<file path="config.mk">
export PLATFORM = sky130hd
export DESIGN_NAME = pcd_core
export DESIGN_NICKNAME = d
export VERILOG_FILES = /design/src/hdl/pcd_pkg.sv /design/src/hdl/pcd_core.sv
export SDC_FILE = /design/constraint.sdc
export NUM_CORES = 1
export LEC_CHECK = 0
export BUFFER_PORTS_ARGS = -buffer_cell sky130_fd_sc_hd__clkbuf_2
export CORE_MARGIN = 2
export CORE_UTILIZATION = 24
export CTS_CLUSTER_SIZE = 10
export DETAILED_ROUTE_END_ITERATION = 10
export HOLD_SLACK_MARGIN = 0.05
export PLACE_DENSITY = 0.39
export SLEW_MARGIN = 5
export SYNTH_ARGS = -nofsm -noshare
export SYNTH_HDL_FRONTEND = slang
export SYNTH_SLANG_ARGS = --single-unit
export TNS_END_PERCENT = 20
</file>
<file path="constraint.sdc">
create_clock -name clock -period 2.95 [get_ports clock]
set_input_delay 0.59 -clock clock [delete_from_list [all_inputs] [get_ports clock]]
set_output_delay 0.59 -clock clock [all_outputs]
set_load 0.005 [all_outputs]
</file>
<file path="src/hdl/pcd_pkg.sv">
// Constants for the program counter and data address map block.
// Assumes a single core clock and an instruction decoder outside this block.
package pcd_pkg;

  // Program counter width and fixed vectors.
  localparam int          PC_W      = 10;
  localparam logic [9:0]  VEC_RESET = 10'h000;
  localparam logic [9:0]  VEC_SOFT  = 10'h001;
  localparam logic [9:0]  VEC_HW    = 10'h008;
  localparam int          STACK_LEVELS = 8;

  // Data page register offsets within a bank.
  localparam logic [5:0]  ADDR_INDIRECT = 6'h00;
  localparam logic [5:0]  ADDR_TIMER    = 6'h01;
  localparam logic [5:0]  ADDR_PC_LOW   = 6'h02;
  localparam logic [5:0]  ADDR_FLAGS    = 6'h03;
  localparam logic [5:0]  ADDR_FSP      = 6'h04;
  localparam logic [5:0]  ADDR_PORT_B   = 6'h06;
  localparam logic [5:0]  ADDR_POWER    = 6'h08;
  localparam logic [5:0]  ADDR_WAKE     = 6'h09;
  localparam logic [5:0]  ADDR_PC_HIGH  = 6'h0a;
  localparam logic [5:0]  ADDR_PULLDN   = 6'h0b;
  localparam logic [5:0]  ADDR_PULLUP   = 6'h0c;
  localparam logic [5:0]  ADDR_INT_EN   = 6'h0e;
  localparam logic [5:0]  ADDR_INT_FLAG = 6'h0f;
  localparam logic [5:0]  GPR_FIRST     = 6'h10;
  localparam int          GPR_WORDS     = 48;

  // Field positions.
  localparam int          BANK_HI = 7;
  localparam int          BANK_LO = 6;
  localparam int          HBUF_GP = 2;

  // Reset values.
  localparam logic [7:0]  RST_PC_LOW  = 8'h00;
  localparam logic [7:0]  RST_FLAGS   = 8'h18;
  localparam logic [7:0]  RST_FSP     = 8'h00;
  localparam logic [7:0]  RST_PC_HIGH = 8'h00;
  localparam logic [7:0]  RST_TIMER   = 8'h00;
  localparam logic [7:0]  RST_POWER   = 8'h88;
  localparam logic [7:0]  RST_WAKE    = 8'h3f;
  localparam logic [7:0]  RST_PULLDN  = 8'hf0;
  localparam logic [7:0]  RST_PULLUP  = 8'h3f;
  localparam logic [7:0]  RST_ZERO    = 8'h00;

  // Program counter operation reported by the decoder when an instruction ends.
  typedef enum logic [3:0] {
    OP_NEXT       = 4'h0,
    OP_SHORT_JUMP = 4'h1,
    OP_SHORT_CALL = 4'h2,
    OP_PAGE_JUMP  = 4'h3,
    OP_PAGE_CALL  = 4'h4,
    OP_LONG_JUMP  = 4'h5,
    OP_LONG_CALL  = 4'h6,
    OP_RETURN     = 4'h7,
    OP_SOFT_INT   = 4'h8,
    OP_HW_INT     = 4'h9
  } pcd_op_t;

  // Data page selected by the instruction class.
  typedef enum logic [1:0] {
    PAGE_R = 2'h0,
    PAGE_F = 2'h1,
    PAGE_S = 2'h2
  } pcd_page_t;

endpackage : pcd_pkg

</file>
<file path="src/hdl/pcd_core.sv">
// Program counter, return stack, data address decode and R-page registers.
// Assumes the decoder reports each finished instruction by step with its op,
// and that F-page and S-page registers live outside and answer combinationally.
//
// Summary of operation
// - Program counter is ten bits wide.
// - Fetching starts at address zero after reset.
// - Software interrupt jumps to address one.
// - Hardware interrupts jump to shared vector eight.
// - Calls and interrupts push, returns pop stack.
// - Return stack holds eight hardware levels.
// - Short calls reach 256, short jump 512.
// - Indirect: bank from pointer top, location low.
// - Direct: bank from pointer, location from opcode.
// - Low sixteen addresses mirror bank zero registers.
// - General RAM sits once, other banks mirror it.
// - F and S pages ignore bank bits.
// - Indirect port acts on the pointed register.
// - Timer count reads live, writes take effect.
// - Timer counts instruction, pin or slow clock.
// - Low byte increments after each plain instruction.
// - Counter moves only on a finished instruction or low byte write.
// - Buffer low bits hold pending upper bits.
// - Short jump takes buffer bit one on top.
// - Short call takes buffer bits, pushes next.
// - Long jump and call load all ten bits.
`timescale 1ns/100ps
module pcd_core
  import pcd_pkg::*;
#(
  parameter int STACK_DEPTH = pcd_pkg::STACK_LEVELS
) (
  input  wire logic              clock,
  input  wire logic              rstn,
  input  wire logic              step,
  input  wire pcd_pkg::pcd_op_t  op,
  input  wire logic [9:0]        instr_word,
  input  wire logic              dat_rd,
  input  wire logic              dat_wr,
  input  wire pcd_pkg::pcd_page_t dat_page,
  input  wire logic [5:0]        dat_addr,
  input  wire logic [7:0]        dat_wdata,
  output logic [7:0]             dat_rdata,
  output logic                   dat_valid,
  output logic                   ext_rd,
  output logic                   ext_wr,
  output logic                   ext_page_s,
  output logic [3:0]             ext_addr,
  output logic [7:0]             ext_wdata,
  input  wire logic [7:0]        ext_rdata,
  input  wire logic              instruction_clock,
  input  wire logic              external_count_clock_pin,
  input  wire logic              low_osc_clock,
  input  wire logic              timer_zero_mode_bits,
  input  wire logic              cfg_low_osc_source,
  output logic [9:0]             pc,
  output logic [7:0]             timer_count
);
  import pcd_pkg::*;

  localparam int SP_W = $clog2(STACK_DEPTH);

  // Stack pointer arithmetic relies on a power-of-two depth.
  if (STACK_DEPTH < 2 || (1 << SP_W) != STACK_DEPTH) begin : g_chk
    $error("STACK_DEPTH must be a power of two of at least 2.");
  end

  // Maps a location in 0x10..0x3f onto the single physical RAM array.
  function automatic logic [5:0] gpr_index(input logic [5:0] loc);
    gpr_index = loc - GPR_FIRST;
  endfunction : gpr_index

  // Reset value of the plain storage registers in the low sixteen locations.
  function automatic logic [7:0] misc_reset(input logic [3:0] idx);
    case ({2'b00, idx})
      ADDR_FLAGS:  misc_reset = RST_FLAGS;
      ADDR_POWER:  misc_reset = RST_POWER;
      ADDR_WAKE:   misc_reset = RST_WAKE;
      ADDR_PULLDN: misc_reset = RST_PULLDN;
      ADDR_PULLUP: misc_reset = RST_PULLUP;
      default:     misc_reset = RST_ZERO;
    endcase
  endfunction : misc_reset

  // True for locations held as plain storage without own behaviour.
  function automatic logic is_plain(input logic [5:0] loc);
    is_plain = (loc == ADDR_FLAGS) || (loc == ADDR_PORT_B) || (loc == ADDR_POWER)
            || (loc == ADDR_WAKE) || (loc == ADDR_PULLDN) || (loc == ADDR_PULLUP)
            || (loc == ADDR_INT_EN) || (loc == ADDR_INT_FLAG);
  endfunction : is_plain

  logic [9:0]      pc_q;
  logic [7:0]      fsp_q;
  logic [2:0]      hbuf_q;
  logic [7:0]      tmr_q;
  logic [7:0]      misc_q [16];
  logic [7:0]      gpr_q [GPR_WORDS];
  logic [9:0]      stk_q [STACK_DEPTH];
  logic [SP_W-1:0] sp_q;
  logic [9:0]      stack_top;
  logic [1:0]      bank;
  logic [5:0]      loc;
  logic            r_wr;
  logic            r_rd;
  logic            pcl_wr;
  logic            push;
  logic            pop;
  logic            ext_s1_q, ext_s2_q, ext_s3_q;
  logic            low_s1_q, low_s2_q, low_s3_q;
  logic            tmr_tick;
  logic [7:0]      r_data;

  // Address decode; the bank is formed in both modes but every bank mirrors bank 0.
  // indirect location
  always_comb begin
    bank = fsp_q[BANK_HI:BANK_LO];
    loc  = (dat_addr == ADDR_INDIRECT) ? fsp_q[5:0] : dat_addr;
  end

  // RAM mirroring
  // Strobes for R-page accesses; the bank bits take no part in the decode.
  assign r_wr   = dat_wr && (dat_page == PAGE_R) && (loc != ADDR_INDIRECT);
  assign r_rd   = dat_rd && (dat_page == PAGE_R);
  assign pcl_wr = r_wr && (loc == ADDR_PC_LOW);
  assign stack_top = stk_q[sp_q - SP_W'(1)];

  // push and pop
  // A written low byte overrides the decoder's op for that cycle.
  assign push = step && !pcl_wr && (op == OP_SHORT_CALL || op == OP_PAGE_CALL
             || op == OP_LONG_CALL || op == OP_SOFT_INT || op == OP_HW_INT);
  assign pop  = step && !pcl_wr && (op == OP_RETURN);

  always_ff @(posedge clock or negedge rstn) begin
    if (!rstn) begin
      pc_q <= VEC_RESET;
    end else if (pcl_wr) begin
      pc_q <= {hbuf_q[1:0], dat_wdata};
    end else if (step) begin
      case (op)
        OP_NEXT:       pc_q <= pc_q + 10'h001;
        OP_SHORT_JUMP: pc_q <= {hbuf_q[1], instr_word[8:0]};
        OP_SHORT_CALL,
        OP_PAGE_JUMP,
        OP_PAGE_CALL:  pc_q <= {hbuf_q[1:0], instr_word[7:0]};
        OP_LONG_JUMP,
        OP_LONG_CALL:  pc_q <= instr_word;
        OP_RETURN:     pc_q <= stack_top;
        OP_SOFT_INT:   pc_q <= VEC_SOFT;
        OP_HW_INT:     pc_q <= VEC_HW;
        default:       pc_q <= pc_q + 10'h001;
      endcase
    end
  end

  // circular overwrite
  // The pointer simply wraps; overflow and underflow are not reported.
  always_ff @(posedge clock or negedge rstn) begin
    if (!rstn) begin
      sp_q <= '0;
      for (int i = 0; i < STACK_DEPTH; i++) begin
        stk_q[i] <= VEC_RESET;
      end
    end else if (push) begin
      stk_q[sp_q] <= pc_q + 10'h001;
      sp_q        <= sp_q + SP_W'(1);
    end else if (pop) begin
      sp_q <= sp_q - SP_W'(1);
    end
  end

  // pending upper bits
  // Pointer and high buffer registers.
  always_ff @(posedge clock or negedge rstn) begin
    if (!rstn) begin
      fsp_q  <= RST_FSP;
      hbuf_q <= RST_PC_HIGH[2:0];
    end else if (r_wr && loc == ADDR_FSP) begin
      fsp_q <= dat_wdata;
    end else if (r_wr && loc == ADDR_PC_HIGH) begin
      hbuf_q <= dat_wdata[HBUF_GP:0];
    end
  end

  // Plain storage for the remaining low registers.
  always_ff @(posedge clock or negedge rstn) begin
    if (!rstn) begin
      for (int i = 0; i < 16; i++) begin
        misc_q[i] <= misc_reset(4'(i));
      end
    end else if (r_wr && is_plain(loc)) begin
      misc_q[loc[3:0]] <= dat_wdata;
    end
  end

  always_ff @(posedge clock) begin
    if (r_wr && loc >= GPR_FIRST) begin
      gpr_q[gpr_index(loc)] <= dat_wdata;
    end
  end

  // Two-stage synchronisers with a third stage for edge detection.
  always_ff @(posedge clock or negedge rstn) begin
    if (!rstn) begin
      {ext_s1_q, ext_s2_q, ext_s3_q} <= 3'h0;
      {low_s1_q, low_s2_q, low_s3_q} <= 3'h0;
    end else begin
      {ext_s1_q, ext_s2_q, ext_s3_q} <= {external_count_clock_pin, ext_s1_q, ext_s2_q};
      {low_s1_q, low_s2_q, low_s3_q} <= {low_osc_clock, low_s1_q, low_s2_q};
    end
  end

  always_comb begin
    if (!timer_zero_mode_bits) begin
      tmr_tick = instruction_clock;
    end else if (cfg_low_osc_source) begin
      tmr_tick = low_s2_q && !low_s3_q;
    end else begin
      tmr_tick = ext_s2_q && !ext_s3_q;
    end
  end

  // live timer count
  // A software write wins over a count in the same cycle.
  always_ff @(posedge clock or negedge rstn) begin
    if (!rstn) begin
      tmr_q <= RST_TIMER;
    end else if (r_wr && loc == ADDR_TIMER) begin
      tmr_q <= dat_wdata;
    end else if (tmr_tick) begin
      tmr_q <= tmr_q + 8'h01;
    end
  end

  // Read multiplexer for the R page; reserved and self-pointing reads give zero.
  always_comb begin
    r_data = RST_ZERO;
    if (loc >= GPR_FIRST) begin
      r_data = gpr_q[gpr_index(loc)];
    end else if (loc == ADDR_TIMER) begin
      r_data = tmr_q;
    end else if (loc == ADDR_PC_LOW) begin
      r_data = pc_q[7:0];
    end else if (loc == ADDR_FSP) begin
      r_data = fsp_q;
    end else if (loc == ADDR_PC_HIGH) begin
      r_data = {5'h00, hbuf_q};
    end else if (is_plain(loc)) begin
      r_data = misc_q[loc[3:0]];
    end
  end

  // F and S page port
  // Only four location bits go out, so the bank bits cannot reach these pages.
  always_ff @(posedge clock or negedge rstn) begin
    if (!rstn) begin
      ext_rd     <= 1'b0;
      ext_wr     <= 1'b0;
      ext_page_s <= 1'b0;
      ext_addr   <= 4'h0;
      ext_wdata  <= 8'h00;
    end else begin
      ext_rd     <= dat_rd && (dat_page != PAGE_R);
      ext_wr     <= dat_wr && (dat_page != PAGE_R);
      ext_page_s <= (dat_page == PAGE_S);
      ext_addr   <= dat_addr[3:0];
      ext_wdata  <= dat_wdata;
    end
  end

  // Read data: R page one cycle after the request, F and S pages two cycles.
  always_ff @(posedge clock or negedge rstn) begin
    if (!rstn) begin
      dat_rdata <= 8'h00;
      dat_valid <= 1'b0;
    end else if (r_rd) begin
      dat_rdata <= r_data;
      dat_valid <= 1'b1;
    end else if (ext_rd) begin
      dat_rdata <= ext_rdata;
      dat_valid <= 1'b1;
    end else begin
      dat_valid <= 1'b0;
    end
  end

  assign pc          = pc_q;
  assign timer_count = tmr_q;

  // Checks on counter sequencing, stack and registers.
  a_reset_vector: assert property (@(posedge clock) disable iff (!rstn)
    !$past(rstn) |-> pc_q == VEC_RESET)
    else $error("Counter not at reset vector after reset.");

  a_soft_vector: assert property (@(posedge clock) disable iff (!rstn)
    step && !pcl_wr && op == OP_SOFT_INT |=> pc_q == 10'h001)
    else $error("Software interrupt did not reach vector one.");

  a_hw_vector: assert property (@(posedge clock) disable iff (!rstn)
    step && !pcl_wr && op == OP_HW_INT |=> pc_q == 10'h008)
    else $error("Hardware interrupt did not reach vector eight.");

  a_call_return_pair: assert property (@(posedge clock) disable iff (!rstn)
    step && !pcl_wr && op == OP_LONG_CALL ##1 step && !pcl_wr && op == OP_RETURN
    |=> pc_q == $past(pc_q, 2) + 10'h001)
    else $error("Return after call did not resume after the call.");

  a_stack_wrap: assert property (@(posedge clock) disable iff (!rstn)
    push |=> sp_q == $past(sp_q) + SP_W'(1))
    else $error("Stack pointer did not advance on push.");

  a_short_jump: assert property (@(posedge clock) disable iff (!rstn)
    step && !pcl_wr && op == OP_SHORT_JUMP
    |=> pc_q == {$past(hbuf_q[1]), $past(instr_word[8:0])})
    else $error("Short jump target wrong.");

  a_short_call: assert property (@(posedge clock) disable iff (!rstn)
    step && !pcl_wr && op == OP_SHORT_CALL
    |=> pc_q == {$past(hbuf_q[1:0]), $past(instr_word[7:0])}
        && stack_top == $past(pc_q) + 10'h001)
    else $error("Short call target or pushed address wrong.");

  a_long_jump: assert property (@(posedge clock) disable iff (!rstn)
    step && !pcl_wr && op == OP_LONG_JUMP |=> pc_q == $past(instr_word))
    else $error("Long jump target wrong.");

  a_pc_increment: assert property (@(posedge clock) disable iff (!rstn)
    step && !pcl_wr && op == OP_NEXT |=> pc_q == $past(pc_q) + 10'h001)
    else $error("Counter did not increment by one.");

  a_upper_hold: assert property (@(posedge clock) disable iff (!rstn)
    !step && !pcl_wr |=> pc_q == $past(pc_q))
    else $error("Counter moved without an instruction or write.");

  a_timer_write: assert property (@(posedge clock) disable iff (!rstn)
    r_wr && loc == ADDR_TIMER |=> tmr_q == $past(dat_wdata))
    else $error("Timer write did not take effect.");

  a_indirect_read: assert property (@(posedge clock) disable iff (!rstn)
    r_rd && dat_addr == ADDR_INDIRECT && fsp_q[5:0] == ADDR_FSP
    |=> dat_valid && dat_rdata == $past(fsp_q))
    else $error("Indirect read did not follow the pointer.");

endmodule : pcd_core

</file>
# Yosys cells after proc, flatten, opt, wreduce, memory -nomap -nowiden
# Memories as Yosys holds them, arrays and structs flattened.
# Index checks and enable logic that the tools add are counted.
[classes]
add_sub_neg = 5
n_bitwise = 4
eq_ne = 22
n_reduce_logical = 43
magnitude_cmp = 6
muxes = 34
[op_table]
columns = ["op", "count"]
rows = [
  ["bitwise mux 128 bit", 1],
  ["two-way mux 8 bit", 13],
  ["bitwise mux 80 bit", 1],
  ["one-hot mux 10 bit (6 select lines)", 1],
  ["two-way mux 10 bit", 5],
  ["== test 6 x 4 -> 1 bit, second input constant", 7],
  ["binary-select mux 8 bit (select 4 bit)", 1],
  ["demux 8 bit (select 4 bit)", 1],
  ["binary-select mux 10 bit (select 3 bit)", 1],
  ["demux 10 bit (select 3 bit)", 1],
  ["logical AND 1 bit", 18],
  ["== test 4 x 3 -> 1 bit, second input constant", 4],
  ["== test 6 x 2 -> 1 bit, second input constant", 2],
  ["== test 6 x 3 -> 1 bit, second input constant", 2],
  ["logical OR 1 bit", 11],
  ["adder 10 x 1 -> 10 bit, second input constant", 1],
  ["nonzero test 2 bit", 5],
  ["adder 8 x 1 -> 8 bit, second input constant", 1],
  ["== test 4 x 2 -> 1 bit, second input constant", 2],
  ["== test 4 bit, second input constant", 2],
  ["greater-or-equal comparator 4 bit, second input constant", 2],
  ["inverter 3 -> 4 bit", 2],
  ["== test 6 x 1 -> 1 bit, second input constant", 1],
  ["greater-or-equal comparator 6 x 5 -> 1 bit, second input constant", 1],
  ["20 further kinds", 28],
]
[word_totals]
reg_bits = 270
mem_bits_rw = 384
mem_count = 1
out_inout_bits = 42
elab_cells = 157
[memory_table]
columns = ["name", "words", "word_bits", "rd", "rd_clocked_by_memory_dff", "wr", "line_no", "rtl"]
rows = [
  ["gpr_q", 48, 8, 1, 0, 1, "pcd_core.sv:97", "logic [7:0] gpr_q [GPR_WORDS];"],
]

# Longest topological paths before layout
[logic_depth]
depth_word = 17
ltp_mapped = 14
depth_no_buf = 11

# Worst setup path before layout
# No wires, ideal clock.
[synth_path]
path_kind = "input port to flip-flop"
start = "in dat_addr[1]"
end = "mem gpr_q[46][0] (enable)"
n_path_buf = 3
path_stages = 10
setup_slack_ps = -854
arrival_time_ps = 3433
cell_sequence = "buf_2 nor2_1 a31o_2 clkinv_1 ha_1 clkbuf_1 a21oi_2 nand3_1 clkbuf_1 nor2_1"
[synth_between]
elab_chain_cells = 7
word_cells_on_any_way = 9
cone_classes = "add/sub: 1; order compare: 1; mux: 3; reduce/logical: 4"
[synth_rtl]
columns = ["element", "line_no", "rtl"]
rows = [
  ["start: declaration", "pcd_core.sv:41", "input wire logic [5:0] dat_addr,"],
  ["zero test 6 bit", "pcd_core.sv:117", "loc = (dat_addr == ADDR_INDIRECT) ? fsp_q[5:0] : dat_addr;"],
  ["two-way mux 6 bit *", "pcd_core.sv:117", ""],
  ["parallel branches: the longest is 5 deep, another holds greater-or-equal comparator 6 x 5 -> 1 bit", "--", ""],
  ["end: declaration", "pcd_core.sv:97", ""],
]
# Every way passes the cells marked *.

# Worst setup path after layout
[layout_path]
start = "in dat_addr[2]"
end = "reg dat_rdata[3]"
[layout_between]
elab_chain_cells = 17
word_cells_on_any_way = 35
cone_classes = "add/sub: 1; order compare: 1; eq/ne: 12; mux: 11; bitwise: 1; reduce/logical: 8; memory: 1"
[layout_rtl]
columns = ["element", "line_no", "rtl"]
rows = [
  ["zero test 6 bit", "pcd_core.sv:117", ""],
  ["two-way mux 6 bit *", "pcd_core.sv:117", ""],
  ["parallel branches: the longest is 13 deep, another holds memory read (48 x 8 bit)", "--", ""],
  ["two-way mux 8 bit *", "pcd_core.sv:237", "if (loc >= GPR_FIRST) begin"],
  ["two-way mux 8 bit *", "pcd_core.sv:275", "end else if (r_rd) begin"],
  ["end signal: assignment", "pcd_core.sv:276", "dat_rdata <= r_data;"],
  ["end signal: assignment", "pcd_core.sv:279", "dat_rdata <= ext_rdata;"],
  ["end: declaration", "pcd_core.sv:43", "output logic [7:0] dat_rdata,"],
]
# Every way passes the cells marked *. The select of a mux whose other input is x is not followed.
# A chain may end at the register's enable or synchronous reset.

==> results.ini <==
[run_status]
status = complete, but fails checks
violations = setup timing

[cts]
htree_levels = 3
clk_latency_ns = 0.65
numCtsBuffers = 81
cts_tree = done
cts_sinks = 650
cts_root_buf = clkbuf_16
cts_buffer_depth = 3
clkTransAtPathRegs_ns = 0.05

[sta]
fin_crit_sh_pct = 102
setup_viol = 3
layout_setup_ws_ns = -0.0496
final_max_slew_viol_count = 0
max_slew_margin_pct = 19.4
hold_slack_ns = 0.103
max_freq_ghz = 0.333
skew_ns = 0.0222
setup_tns_ns = -0.132
rsz0062_at_grt = yes
tightest_slew_ns = 1.21
finalCriticalPeriod_ns = 3.00
hold_viol = 0

[layout]
fin_util_pct = 32.2
synthToLayoutAreaGrowth_pct = 32.9
fin_cells = 3989
nets = 2490
drive_above_1_share_pct = 34.9

[yosys]
synthDistinctLibCells = 92
synth-edff-count = 384
synthCells = 2034
ys_warn_count = 0
syn_avg_cell_area_um2 = 13.4
synth_top_area_share_pct = 42.3
syn_area_um2 = 27300
synth_area_leaders = edfxtp_1 42%, dfrtp_1 23%, mux2_2 3.9%
synth_most_common_cell = edfxtp_1
synthArstFlopShare_pct = 40.9
synth_flop_cell = edfxtp_1
ys_ff_latch = 650
seq_area_frac_synth_pct = 66.7
netlist_top_cells_count = 384 x edfxtp_1, 246 x dfrtp_1, 176 x nand2_1, 160 x nor2_1, 132 x clkbuf_1
yosysTopAreaCell = edfxtp_1
syn_nets = 2092

[floorplan]
io_pins = 90
rows = 123
start_util_pct = 24.2
die_w_um = 341
coreArea_um2 = 113000
die_area_um2 = 116000
die_h_um = 341

[critical_path]
cp-end-kind = flip-flop
startpoint_type = input port
rrSetupSlack_ns = -0.04
path_cells = clkbuf_2 > or4_4 > buf_4 > o32ai_4 > buf_6 > buf_4 > a221oi_1 > o211ai_1 > nand4_1 > a22oi_1
reg2reg_depth = 11
cp_data_arrival_time_ns = 3.55
crit_path_top_delay_cell = or4_4
max_stage_delay_ns = 0.58
crit_fanout = 10
cp_num_buf_inv = 4
path_class = input port to flip-flop
reg2reg_from = fsp_q[1]
cpLargestDelayFamily = compound AO/OA/AOI/OAI gates
crit_path_frequent_cell = buf_4
critPathRequiredTime_ns = 3.50
reg2reg_to = dat_rdata[1]

[flow_run]
drv_cap = 0

[detailed_routing]
detail-route-antenna-nets = 0
detail_route.wl_per_cell_um = 26.5
dr.pass1.iters = 6
drt-initial-drc-count = 1754
routed_wl_um = 106000
drcViolationCount = 0
route.vias.total = 19219
via_per_inst = 4.82

[pwr]
power_density_nw_per_um2 = 678
irDropWorstVdd_v = 0.000383
p_leak_uw = 0.0139
finalPower_uw = 24600

[place]
port_buffers = 89
place_inst = 3835
place_congestion = 0.877
dp_hpwl_um = 74400

[global_routing]
antenna_found_initial = 4
grt_pass1_wl_um = 150000
grt_overflow = 0
grt_pass1_vias = 19789
grt_max_degree = 77
grt_usage_pct = 18.0

[hold_path]
hold_start = dat_addr[0]
min_to = ext_addr[0]
hold_depth = 1
hp-class = input port to flip-flop

-- layout by cell type, fill, tap and decap left out, types with 8 or more instances in the layout --
master	netlist	final
a211oi_1	9	8
a21oi_1	100	94
a221oi_1	43	39
a222oi_1	21	21
a22oi_1	28	27
a31oi_1	13	10
and3_1	9	9
buf_12	0	94
buf_4	7	306
clkbuf_1	132	31
clkbuf_16	0	83
clkbuf_2	0	81
clkbuf_8	0	12
dfrtp_1	246	243
dfstp_2	20	20
edfxtp_1	384	384
ha_1	10	9
inv_1	13	13
mux2_2	95	95
mux2i_1	80	79
mux4_2	22	22
nand2_1	176	176
nand3_1	38	34
nand4_1	9	9
nor2_1	160	110
nor2_2	3	22
nor2_4	0	31
nor3_1	12	12
o211ai_1	17	17
o21ai_0	127	119
o21ai_1	2	8
o221ai_1	17	17
o22ai_1	35	33
xnor2_1	10	10
xor2_1	8	8
-- area by class of cell --
class / instances / area [um^2]
timing repair buffer: 498 / 4740
tap: 1500 / 1880
clock inverter: 13 / 124
multi-input combinational: 1186 / 8880
fill: 11216 / 76400
antenna: 1 / 2.50
inverter: 15 / 61.3
sequential: 650 / 18200
clock buffer: 126 / 2360
-- worst max path at each step --
stage | cells past startpoint | startpoint | endpoint
2_1_floorplan | 9 | dat_addr[4] | gpr_q[0][0]
3_3_place_gp | 12 | dat_addr[4] | dat_rdata[2]
3_5_place_dp | 12 | dat_addr[4] | dat_rdata[2]
4_1_cts | 12 | dat_addr[2] | dat_rdata[5]
5_1_grt | 11 | fsp_q[1] | dat_rdata[1]
6_report | 10 | dat_addr[2] | dat_rdata[3]
-- worst register-to-register path: cells and delay by family, from the launching register on --
kind            cells  cell delay (ns)
compound gates      6             1.61
buf+inv             4             0.64
flops               1             0.45
simple gates        1             0.12
-- power breakdown --
| group | switching, uW | internal (uW) | leakage [uW] | total [uW] |
|---|---|---|---|---|
| Clock | 3900 | 5480 | 0.00121 | 9390 |
| Combinational | 2420 | 1880 | 0.00584 | 4300 |
| Sequential | 560 | 10300 | 0.00686 | 10900 |
| Total | 6880 | 17700 | 0.0139 | 24600 |
-- kinds of logic after synthesis --
group	share of synthesized area, %
XOR/XNOR	0.637
AO/OA/AOI/OAI	12.3
buffers and inverters	3.05
AND/OR/NAND/NOR	7.95
multiplexers	8.84
adder cells (fa/ha/maj)	0.495
flip-flops	66.7
-- flip-flops by register name, indices dropped and copies added (netlist names), 4 cells and up --
| register | count |
|---|---|
| ext_wdata | 8 |
| fsp_q | 8 |
| timer_count | 8 |
| misc_q | 124 |
| ext_addr | 4 |
| gpr_q | 384 |
| dat_rdata | 8 |
| pc | 10 |
| stk_q | 80 |
-- through the flow --
step,cell area [um^2],setup slack (ns)
5_1_grt,36300,-0.0762
3_3_place_gp,33400,-0.932
6_report,36300,-0.0496
2_1_floorplan,27700,-0.139
3_5_place_dp,33400,-1.08
4_1_cts,36100,-0.0251
-- routing by layer --
metal | track usage [%] | vias to the layer above | share of wire, %
met2 | 28.0 | 623 | 45
met1 | 25.6 | 9924 | 46
li1 | - | 8517 | -
met5 | 0 | - | 0.027
met4 | 5.41 | 4 | 2.7
met3 | 3.23 | 151 | 6.0
-- what timing repair did --
action	CTS	global route
endpoints found under the setup margin	8	9
resized for setup	27	27
gates cloned	0	0
pin swaps	9	17
endpoints found under the hold margin	73	0
hold buffers	3	0
buffers inserted	6	5
Power figures use the tool's default switching activity.
